File: src/aipc_pkg.sv
// Purpose: Shared constants for the record path control block
// Assumes: 9-bit control words at 7-bit register addresses
// Notes: Timing counts derive from the 200 MHz reference clock

package aipc_pkg;

    // ****************************************
    // Register addresses
    // ****************************************
    localparam logic [6:0] AIPC_ADDR_PWR1 = 7'h01;
    localparam logic [6:0] AIPC_ADDR_PWR2 = 7'h02;
    localparam logic [6:0] AIPC_ADDR_ADC = 7'h0e;
    localparam logic [6:0] AIPC_ADDR_SPARE = 7'h2a;
    localparam logic [6:0] AIPC_ADDR_INCTL = 7'h2c;
    localparam logic [6:0] AIPC_ADDR_LVOL = 7'h2d;
    localparam logic [6:0] AIPC_ADDR_RVOL = 7'h2e;
    localparam logic [6:0] AIPC_ADDR_LBOOST = 7'h2f;
    localparam logic [6:0] AIPC_ADDR_RBOOST = 7'h30;

    // ****************************************
    // Reset values
    // ****************************************
    localparam logic [8:0] AIPC_RST_PWR1 = 9'h000;
    localparam logic [8:0] AIPC_RST_PWR2 = 9'h000;
    localparam logic [8:0] AIPC_RST_ADC = 9'h100;
    localparam logic [8:0] AIPC_RST_SPARE = 9'h000;
    localparam logic [8:0] AIPC_RST_INCTL = 9'h033;
    localparam logic [7:0] AIPC_RST_VOL = 8'h10;
    localparam logic [8:0] AIPC_RST_BOOST = 9'h100;

    // ****************************************
    // Field positions
    // ****************************************
    localparam int AIPC_B_MIC_BIAS_ON = 4;
    localparam int AIPC_B_LCONV_ON = 0;
    localparam int AIPC_B_RCONV_ON = 1;
    localparam int AIPC_B_LMIX_ON = 4;
    localparam int AIPC_B_RMIX_ON = 5;
    localparam int AIPC_B_LINV = 0;
    localparam int AIPC_B_RINV = 1;
    localparam int AIPC_B_OSR = 3;
    localparam int AIPC_B_CORNER_LO = 4;
    localparam int AIPC_B_CORNER_HI = 6;
    localparam int AIPC_B_DIV_HI = 5;
    localparam int AIPC_B_HPF_MODE = 7;
    localparam int AIPC_B_HPF_EN = 8;
    localparam int AIPC_B_SPARE_SIDE = 5;
    localparam int AIPC_B_SPARE_LO = 6;
    localparam int AIPC_B_SPARE_HI = 8;
    localparam int AIPC_B_BIAS_LEVEL = 8;
    localparam int AIPC_B_GAIN_HI = 5;
    localparam int AIPC_B_MUTE = 6;
    localparam int AIPC_B_ZC_EN = 7;
    localparam int AIPC_B_RELEASE = 8;
    localparam int AIPC_B_AUX_HI = 2;
    localparam int AIPC_B_LINE_LO = 4;
    localparam int AIPC_B_LINE_HI = 6;
    localparam int AIPC_B_EXTRA = 8;

    // ****************************************
    // Timing
    // ****************************************
    localparam int unsigned AIPC_CLK_MHZ = 200;
    localparam int unsigned AIPC_ZC_TIMEOUT_US = 10000;
    localparam int unsigned AIPC_ZC_TIMEOUT_CYCLES = AIPC_ZC_TIMEOUT_US * AIPC_CLK_MHZ;

    // Gain release state per channel
    typedef enum logic [1:0] {
        AIPC_UPD_IDLE = 2'b00,
        AIPC_UPD_WAIT = 2'b01,
        AIPC_UPD_ARMED = 2'b10
    } aipc_upd_e;

endpackage : aipc_pkg

File: src/aipc_record_ctrl.sv
// Purpose: Record path control registers, gain release and sample polarity
// Assumes: Control port writes one 9-bit word per strobe; samples synchronous to ref_clk
// Notes: Analogue stages are steered by the registered control outputs
//
// Notes on behaviour
// - Written gains wait until a release strobe, which arms both channels at once.
// - With zero-cross gating on, pending gain applies at a crossing or on timeout.
// - Without a crossing, timeout applies gain one to two periods after release.
// - Boost bit 8, reset one, selects +20dB amp gain, else 0dB.
// - Amp mute disconnects amplifier output from the boost stage.
// - Aux gain bits 2:0: zero disconnects, 1..7 give -12dB..+6dB in 3dB steps.
// - Line pin gain bits 6:4 use the same coding, zero disconnects.
// - Spare output gain bits 8:6 same coding; bit 5 routes left or right.
// - Mixer power enables are bits 4 and 5 of second power word, reset off.
// - First power bit 4 enables mic bias; otherwise the output floats.
// - Input control bit 8 selects bias level, 0.9 or 0.65 of supply.
// - Converters powered by bits 0 and 1 of second power word, reset off.
// - Converter control bits 0 and 1 invert left and right samples.
// - Converter control bit 3 selects 64x (reset) or 128x oversampling.
// - DC block filter active after reset, bypassed only when enable cleared.
// - Bit 7 selects first order fixed corner or second order selectable corner.
// - Corner field low bits 5:4 also drive the clock output divider.
// - Sample path carries full 24-bit precision.
// - Each mixer sums amp, auxiliary, line pin and spare sources with own gains.
// - Volume bit 7 enables zero-cross gating; clear applies gain at release.
// - DC block enable is converter control bit 8, default one.
// - Release bit is not stored; reads return zero there.

`timescale 1ns/1ps

module aipc_record_ctrl
    import aipc_pkg::*;
#(
    parameter int unsigned TIMEOUT_CYCLES = AIPC_ZC_TIMEOUT_CYCLES
) (
    input wire logic ref_clk,
    input wire logic rst,
    input wire logic reg_wr,
    input wire logic [6:0] reg_wr_addr,
    input wire logic [8:0] reg_wdata,
    input wire logic reg_rd,
    input wire logic [6:0] reg_rd_addr,
    output logic [8:0] reg_rdata,
    input wire logic sample_valid,
    input wire logic [23:0] left_sample_in,
    input wire logic [23:0] right_sample_in,
    output logic sample_out_valid,
    output logic [23:0] left_sample_out,
    output logic [23:0] right_sample_out,
    output logic [5:0] left_amp_gain,
    output logic [5:0] right_amp_gain,
    output logic left_amp_connect,
    output logic right_amp_connect,
    output logic left_amp_extra_gain,
    output logic right_amp_extra_gain,
    output logic [2:0] left_aux_mix_gain,
    output logic [2:0] right_aux_mix_gain,
    output logic [2:0] left_line_pin_mix_gain,
    output logic [2:0] right_line_pin_mix_gain,
    output logic [2:0] left_spare_mix_gain,
    output logic [2:0] right_spare_mix_gain,
    output logic left_mixer_power_on,
    output logic right_mixer_power_on,
    output logic mic_bias_output_oe,
    output logic mic_bias_level_select,
    output logic left_converter_power_on,
    output logic right_converter_power_on,
    output logic oversample_ratio_select,
    output logic dc_block_enable,
    output logic dc_block_mode_select,
    output logic [2:0] dc_block_corner_select,
    output logic [1:0] pll_output_divider
);

    // ****************************************
    // State
    // ****************************************
    typedef struct packed {
        logic [8:0] pwr1;
        logic [8:0] pwr2;
        logic [8:0] adc;
        logic [8:0] spare;
        logic [8:0] inctl;
        logic [1:0][7:0] vol;
        logic [1:0][8:0] boost;
        logic [1:0][5:0] gain;
        aipc_upd_e [1:0] st;
        logic [31:0] tcount;
        logic [1:0] sign;
        logic [8:0] rdata;
        logic [1:0][23:0] smp;
        logic svalid;
    } aipc_state_s;

    aipc_state_s cur;
    aipc_state_s next_cur;

    logic tick;
    logic release_wr;
    logic [1:0] xing;
    logic [1:0][23:0] smp_in;

    assign smp_in[0] = left_sample_in;
    assign smp_in[1] = right_sample_in;
    // Free-running period end; shared by both channels
    assign tick = (cur.tcount == TIMEOUT_CYCLES - 1);
    // Release bit only acts as a strobe, it has no storage
    assign release_wr = reg_wr && reg_wdata[AIPC_B_RELEASE]
        && (reg_wr_addr == AIPC_ADDR_LVOL || reg_wr_addr == AIPC_ADDR_RVOL);

    // Crossing seen when the sign flips between consecutive samples
    always_comb begin
        for (int i = 0; i < 2; i++) begin
            xing[i] = sample_valid && (smp_in[i][23] != cur.sign[i]);
        end
    end

    // ****************************************
    // Next state
    // ****************************************
    always_comb begin
        next_cur = cur;
        next_cur.tcount = tick ? 32'h0000_0000 : cur.tcount + 32'h0000_0001;

        // Register writes
        if (reg_wr) begin
            case (reg_wr_addr)
                AIPC_ADDR_PWR1: next_cur.pwr1 = reg_wdata;
                AIPC_ADDR_PWR2: next_cur.pwr2 = reg_wdata;
                AIPC_ADDR_ADC: next_cur.adc = reg_wdata;
                AIPC_ADDR_SPARE: next_cur.spare = reg_wdata;
                AIPC_ADDR_INCTL: next_cur.inctl = reg_wdata;
                AIPC_ADDR_LVOL: next_cur.vol[0] = reg_wdata[7:0];
                AIPC_ADDR_RVOL: next_cur.vol[1] = reg_wdata[7:0];
                AIPC_ADDR_LBOOST: next_cur.boost[0] = reg_wdata;
                AIPC_ADDR_RBOOST: next_cur.boost[1] = reg_wdata;
                default: next_cur.pwr1 = cur.pwr1; // Unmapped writes are dropped
            endcase
        end

        // Gain release per channel; a new release restarts the wait
        for (int i = 0; i < 2; i++) begin
            if (sample_valid) begin
                next_cur.sign[i] = smp_in[i][23];
            end
            case (cur.st[i])
                AIPC_UPD_IDLE: begin
                    next_cur.st[i] = AIPC_UPD_IDLE;
                end
                AIPC_UPD_WAIT, AIPC_UPD_ARMED: begin
                    if (!cur.vol[i][AIPC_B_ZC_EN]) begin
                        next_cur.gain[i] = cur.vol[i][AIPC_B_GAIN_HI:0];
                        next_cur.st[i] = AIPC_UPD_IDLE;
                    end else if (xing[i]) begin
                        next_cur.gain[i] = cur.vol[i][AIPC_B_GAIN_HI:0];
                        next_cur.st[i] = AIPC_UPD_IDLE;
                    end else if (tick && cur.st[i] == AIPC_UPD_ARMED) begin
                        // Second period end after release forces the update
                        next_cur.gain[i] = cur.vol[i][AIPC_B_GAIN_HI:0];
                        next_cur.st[i] = AIPC_UPD_IDLE;
                    end else if (tick) begin
                        next_cur.st[i] = AIPC_UPD_ARMED;
                    end
                end
                default: next_cur.st[i] = AIPC_UPD_IDLE;
            endcase
            // Release comes last so it restarts the wait even in an apply cycle
            if (release_wr) begin
                next_cur.st[i] = AIPC_UPD_WAIT;
            end
        end

        // Sample polarity at full width
        next_cur.svalid = sample_valid;
        if (sample_valid) begin
            next_cur.smp[0] = cur.adc[AIPC_B_LINV] ? 24'h00_0000 - smp_in[0] : smp_in[0];
            next_cur.smp[1] = cur.adc[AIPC_B_RINV] ? 24'h00_0000 - smp_in[1] : smp_in[1];
        end

        // Read port; the release bit always reads zero
        if (reg_rd) begin
            case (reg_rd_addr)
                AIPC_ADDR_PWR1: next_cur.rdata = cur.pwr1;
                AIPC_ADDR_PWR2: next_cur.rdata = cur.pwr2;
                AIPC_ADDR_ADC: next_cur.rdata = cur.adc;
                AIPC_ADDR_SPARE: next_cur.rdata = cur.spare;
                AIPC_ADDR_INCTL: next_cur.rdata = cur.inctl;
                AIPC_ADDR_LVOL: next_cur.rdata = {1'b0, cur.vol[0]};
                AIPC_ADDR_RVOL: next_cur.rdata = {1'b0, cur.vol[1]};
                AIPC_ADDR_LBOOST: next_cur.rdata = cur.boost[0];
                AIPC_ADDR_RBOOST: next_cur.rdata = cur.boost[1];
                default: next_cur.rdata = 9'h000;
            endcase
        end
    end

    // ****************************************
    // State register
    // ****************************************
    always_ff @(posedge ref_clk or posedge rst) begin
        if (rst) begin
            cur <= '0;
            cur.pwr1 <= AIPC_RST_PWR1;
            cur.pwr2 <= AIPC_RST_PWR2;
            cur.adc <= AIPC_RST_ADC;
            cur.spare <= AIPC_RST_SPARE;
            cur.inctl <= AIPC_RST_INCTL;
            cur.vol[0] <= AIPC_RST_VOL;
            cur.vol[1] <= AIPC_RST_VOL;
            cur.gain[0] <= AIPC_RST_VOL[AIPC_B_GAIN_HI:0];
            cur.gain[1] <= AIPC_RST_VOL[AIPC_B_GAIN_HI:0];
            cur.boost[0] <= AIPC_RST_BOOST;
            cur.boost[1] <= AIPC_RST_BOOST;
            cur.st[0] <= AIPC_UPD_IDLE;
            cur.st[1] <= AIPC_UPD_IDLE;
        end else begin
            cur <= next_cur;
        end
    end

    // ****************************************
    // Outputs, all straight from state
    // ****************************************
    // Gains and mixer source selects, four sources per mixer (amp, aux, line pin, spare)
    assign left_amp_gain = cur.gain[0];
    assign right_amp_gain = cur.gain[1];
    assign left_amp_connect = !cur.vol[0][AIPC_B_MUTE];
    assign right_amp_connect = !cur.vol[1][AIPC_B_MUTE];
    assign left_amp_extra_gain = cur.boost[0][AIPC_B_EXTRA];
    assign right_amp_extra_gain = cur.boost[1][AIPC_B_EXTRA];
    assign left_aux_mix_gain = cur.boost[0][AIPC_B_AUX_HI:0];
    assign right_aux_mix_gain = cur.boost[1][AIPC_B_AUX_HI:0];
    assign left_line_pin_mix_gain = cur.boost[0][AIPC_B_LINE_HI:AIPC_B_LINE_LO];
    assign right_line_pin_mix_gain = cur.boost[1][AIPC_B_LINE_HI:AIPC_B_LINE_LO];
    // Unselected side sees code zero, which is the disconnected setting
    assign left_spare_mix_gain = cur.spare[AIPC_B_SPARE_SIDE] ? cur.spare[AIPC_B_SPARE_HI:AIPC_B_SPARE_LO]
        : 3'h0;
    assign right_spare_mix_gain = cur.spare[AIPC_B_SPARE_SIDE] ? 3'h0
        : cur.spare[AIPC_B_SPARE_HI:AIPC_B_SPARE_LO];
    // Power and bias
    assign left_mixer_power_on = cur.pwr2[AIPC_B_LMIX_ON];
    assign right_mixer_power_on = cur.pwr2[AIPC_B_RMIX_ON];
    assign mic_bias_output_oe = cur.pwr1[AIPC_B_MIC_BIAS_ON];
    assign mic_bias_level_select = cur.inctl[AIPC_B_BIAS_LEVEL];
    assign left_converter_power_on = cur.pwr2[AIPC_B_LCONV_ON];
    assign right_converter_power_on = cur.pwr2[AIPC_B_RCONV_ON];
    // Converter filter controls; corner and divider cannot be set apart
    assign oversample_ratio_select = cur.adc[AIPC_B_OSR];
    assign dc_block_enable = cur.adc[AIPC_B_HPF_EN];
    assign dc_block_mode_select = cur.adc[AIPC_B_HPF_MODE];
    assign dc_block_corner_select = cur.adc[AIPC_B_CORNER_HI:AIPC_B_CORNER_LO];
    assign pll_output_divider = cur.adc[AIPC_B_DIV_HI:AIPC_B_CORNER_LO];
    assign reg_rdata = cur.rdata;
    assign sample_out_valid = cur.svalid;
    assign left_sample_out = cur.smp[0];
    assign right_sample_out = cur.smp[1];
endmodule : aipc_record_ctrl

File: config.mk
export PLATFORM = sky130hd
export DESIGN_NAME = aipc_record_ctrl
export DESIGN_NICKNAME = d
export VERILOG_FILES = /design/src/aipc_pkg.sv /design/src/aipc_record_ctrl.sv
export SDC_FILE = /design/constraint.sdc
export NUM_CORES = 1
export LEC_CHECK = 0
export BUFFER_PORTS_ARGS = -buffer_cell sky130_fd_sc_hd__buf_4
export CAP_MARGIN = 30
export CORE_ASPECT_RATIO = 1.4
export CORE_UTILIZATION = 61
export CTS_BUF_LIST = sky130_fd_sc_hd__clkbuf_8 sky130_fd_sc_hd__clkbuf_16
export CTS_CLUSTER_DIAMETER = 60
export DETAILED_ROUTE_END_ITERATION = 10
export PLACE_DENSITY_LB_ADDON = 0.12
export REMOVE_ABC_BUFFERS = 1
export SLEW_MARGIN = 20
export SYNTH_ARGS = -nofsm -noshare
export SYNTH_HDL_FRONTEND = slang
export SYNTH_SLANG_ARGS = --single-unit
File: constraint.sdc
create_clock -name ref_clk -period 17.4 [get_ports ref_clk]
set_input_delay 1.74 -clock ref_clk [delete_from_list [all_inputs] [get_ports ref_clk]]
set_output_delay 1.74 -clock ref_clk [all_outputs]
set_load 0.005 [all_outputs]
==> results.py <==
metrics = {
    "run_status": {
        "outcome": "finished, final reports clean",
    },
    "worst_hold_path": {
        "hp-start": "cur[60]",
        "hp-class": "reg2reg",
        "hold_path_depth": 1,
        "hold_end": "cur[60]",
    },
    "cts": {
        "clk_pin_slew_worst_paths_ns": 0.06,
        "clock_sinks": 187,
        "cts.path.max_buffers": 2,
        "cts_tree": "done",
        "cts_hold_buf": 0,
        "clk_latency_ns": 0.43,
        "cts_resized": 0,
        "cts_setup_buffers": 0,
        "cts_buffers": 17,
        "root_buffer": "clkbuf_16",
        "cts_max_level": 4,
    },
    "setup_path": {
        "worstRegToRegCells": 6,
        "arrival_ns": 3.57,
        "r2r_slack_ns": 14.99,
        "worstPathMaxFanout": 5,
        "start_kind": "input pin",
        "cp.required_ns": 17.69,
        "r2r_end": "left_amp_gain[5]",
        "worstSetupPathType": "in2reg",
        "r2r_start": "cur[60]",
        "cp-end-kind": "flip-flop",
    },
    "timing": {
        "hold_viol": 0,
        "post-route-min-period_ns": 3.27,
        "rsz0062_at_grt": "no",
        "fmax_mhz": 305,
        "tns_ns": 0,
        "holdWs_ns": 0.478,
        "period_share_pct": 18.8,
        "maxSlewViolCount": 0,
        "finalSetupViolations": 0,
        "maxSlewHeadroom_pct": 45.6,
        "max_slew.worst_pin.slew_ns": 0.816,
        "skew_ns": 0.00824,
    },
    "floorplanning": {
        "start_util_pct": 62.5,
        "fp.dieH_um": 152,
        "die_x_um": 109,
        "dieArea_um2": 16500,
        "core_um2": 15600,
        "io_pins": 182,
        "row_count": 54,
    },
    "drt": {
        "drtIter0Drc": 402,
        "firstDrtPassIters": 5,
        "post_drt_wl_per_cell_um": 17.5,
        "wirelength_um": 21200,
        "detail-route-antenna-nets": 0,
        "drc": 0,
        "num_vias": 7003,
        "vias_per_cell": 5.80,
    },
    "yosys": {
        "synth_seq_cells": 187,
        "synth.distinct_cells": 60,
        "synth_flop_cell": "dfrtp_1",
        "async_flop_share_pct": 100,
        "syn_area_um2": 9750,
        "seq_area_frac_synth_pct": 48.1,
        "ys_warn_count": 0,
        "synth_edf_count": 0,
        "postSynthAreaPerCell_um2": 10.7,
        "syn-instance-count": 912,
    },
    "power_and_ir_drop": {
        "leakage_nw": 5.16,
        "irDropWorstVdd_mv": 0.0749,
        "power_density_nw_per_um2": 86.8,
    },
    "placement": {
        "dp_hpwl_um": 15100,
        "port_buffers": 181,
        "place_congestion": 0.924,
    },
    "global_route": {
        "grt_pass1_wl_um": 33900,
        "grt_max_degree": 136,
        "antenna_found_initial": 0,
        "gr-total-overflow": 0,
        "grt.total_usage_pct": 27.0,
        "grt_pass1_vias": 6799,
    },
    "final_layout": {
        "n_antenna_cell": 0,
        "area_growth_syn_to_layout_pct": 15.1,
        "nets": 1080,
        "drive_above_1_share_pct": 33.4,
        "finish.utilization_pct": 71.9,
    },
    "flow_run": {
        "maxCapViolations": 0,
    },
}
[state kept, by name, indices dropped and copies added (netlist names), 3 cells and up]
name	cells
reg_rdata	9
right_aux_mix_gain	3
dc_block_corner_select	3
cur	91
right_sample_out	24
left_sample_out	24
left_line_pin_mix_gain	3
left_amp_gain	6
left_aux_mix_gain	3
right_line_pin_mix_gain	3
right_amp_gain	6
[cell usage after synthesis (4+ instances only)]
master | instances | share of area (%)
a32oi_1 | 4 | 0.36
o41ai_1 | 7 | 0.63
a22o_1 | 8 | 0.72
ha_1 | 5 | 0.64
a21oi_1 | 52 | 2.7
buf_4 | 86 | 6.6
nor2_1 | 76 | 2.9
and4_1 | 7 | 0.63
clkbuf_1 | 31 | 1.2
mux2i_1 | 7 | 0.72
nand3b_1 | 4 | 0.31
mux2_2 | 97 | 11
o31ai_1 | 18 | 1.4
nand2_1 | 56 | 2.2
o21ai_0 | 17 | 0.87
nor3_1 | 9 | 0.46
dfstp_2 | 11 | 3.0
and3_1 | 9 | 0.58
nor4_1 | 15 | 0.96
or3_1 | 5 | 0.32
a2bb2oi_1 | 4 | 0.36
and2_1 | 7 | 0.45
inv_1 | 22 | 0.85
nand4_1 | 15 | 0.96
a22oi_1 | 15 | 1.2
nand3_1 | 14 | 0.72
dfrtp_1 | 176 | 45
xnor2_1 | 17 | 1.5
xor2_1 | 56 | 5.0
nor2b_1 | 10 | 0.64
nand2b_1 | 5 | 0.32
o22ai_1 | 5 | 0.32
or4_1 | 5 | 0.39
[report_power, final]
part           total, mW  switching (mW)  internal, mW
clock network      0.367           0.157         0.210
registers          0.484          0.0206         0.463
logic              0.123          0.0583        0.0649
total              0.974           0.236         0.738
[layout by cell type, fill, tap and decap left out, types with 7 or more instances in the layout]
master,netlist,layout
and2_1,7,7
inv_1,22,26
mux2i_1,7,7
xor2_1,56,56
mux2_2,97,97
buf_4,86,185
nand3_1,14,14
a21oi_1,52,52
nor4_1,15,15
a22o_1,8,8
nor3_1,9,9
dfstp_2,11,11
o41ai_1,7,7
and3_1,9,9
nor2b_1,10,10
clkbuf_16,0,17
dfrtp_1,176,176
nor2_1,76,76
a22oi_1,15,15
xnor2_1,17,17
nand4_1,15,15
o31ai_1,18,18
nand2_1,56,56
and4_1,7,7
o21ai_0,17,17
[cell type report]
type / instances / area [µm²]
inverter: 22 / 90.1
fill: 1178 / 4380
sequential: 187 / 4690
timing repair buffer: 188 / 1430
tap: 196 / 245
clock inverter: 11 / 83.8
multi-input combinational: 583 / 4200
clock buffer: 21 / 480
[logic make-up (layout without fill, tap and decap cells)]
kind of cell	count (synthesis)	after routing	share of synthesized area, %
buf+inv	142	242	8.79
compound gates	144	144	9.92
xor+xnor	73	73	6.56
simple gates	256	256	13.9
mux	104	104	11.9
fa+ha+maj	6	6	0.744
flops	187	187	48.1
[layer usage]
layer  GRT usage (%)  part of all wire, %  routed length (µm)
met2            44.3                   48               10200
met5               0                    0                   0
met3            5.56                  6.3                1330
met1            34.9                   43                9140
met4            10.3                  2.5                 527
[how the worst max path moves through the flow]
stage	startpoint	to	slack, ns	depth (start not counted)
after floorplan	rst	cur[111]	10.59	1
after global placement	reg_rd_addr[1]	reg_rdata[4]	13.77	6
after detailed placement	reg_rd_addr[1]	reg_rdata[7]	13.67	6
after CTS	reg_rd_addr[1]	reg_rdata[5]	14.15	6
after global routing	right_sample_in[0]	right_sample_out[18]	13.99	8
final	right_sample_in[0]	right_sample_out[23]	14.13	6
[through the flow]
stage | power, mW | area (µm²) | worst slack, ns | std cells
after floorplan | 0.543 | 8970 | 10.59 | 792
after global placement | 0.612 | 10600 | 13.77 | 1173
after detailed placement | 0.615 | 10600 | 13.67 | 1174
after CTS | 0.984 | 11200 | 14.15 | 1206
after global routing | 1.02 | 11200 | 13.99 | 1208
final | 0.974 | 11200 | 14.13 | 1208
[critical path: stages]
cell	delay, ns
buf_4	0.12
nor4_1	0.66
nand4_1	0.33
o41ai_1	0.45
xor2_1	0.18
a21oi_1	0.08
Note: power is estimated with default switching activity, not from simulation.
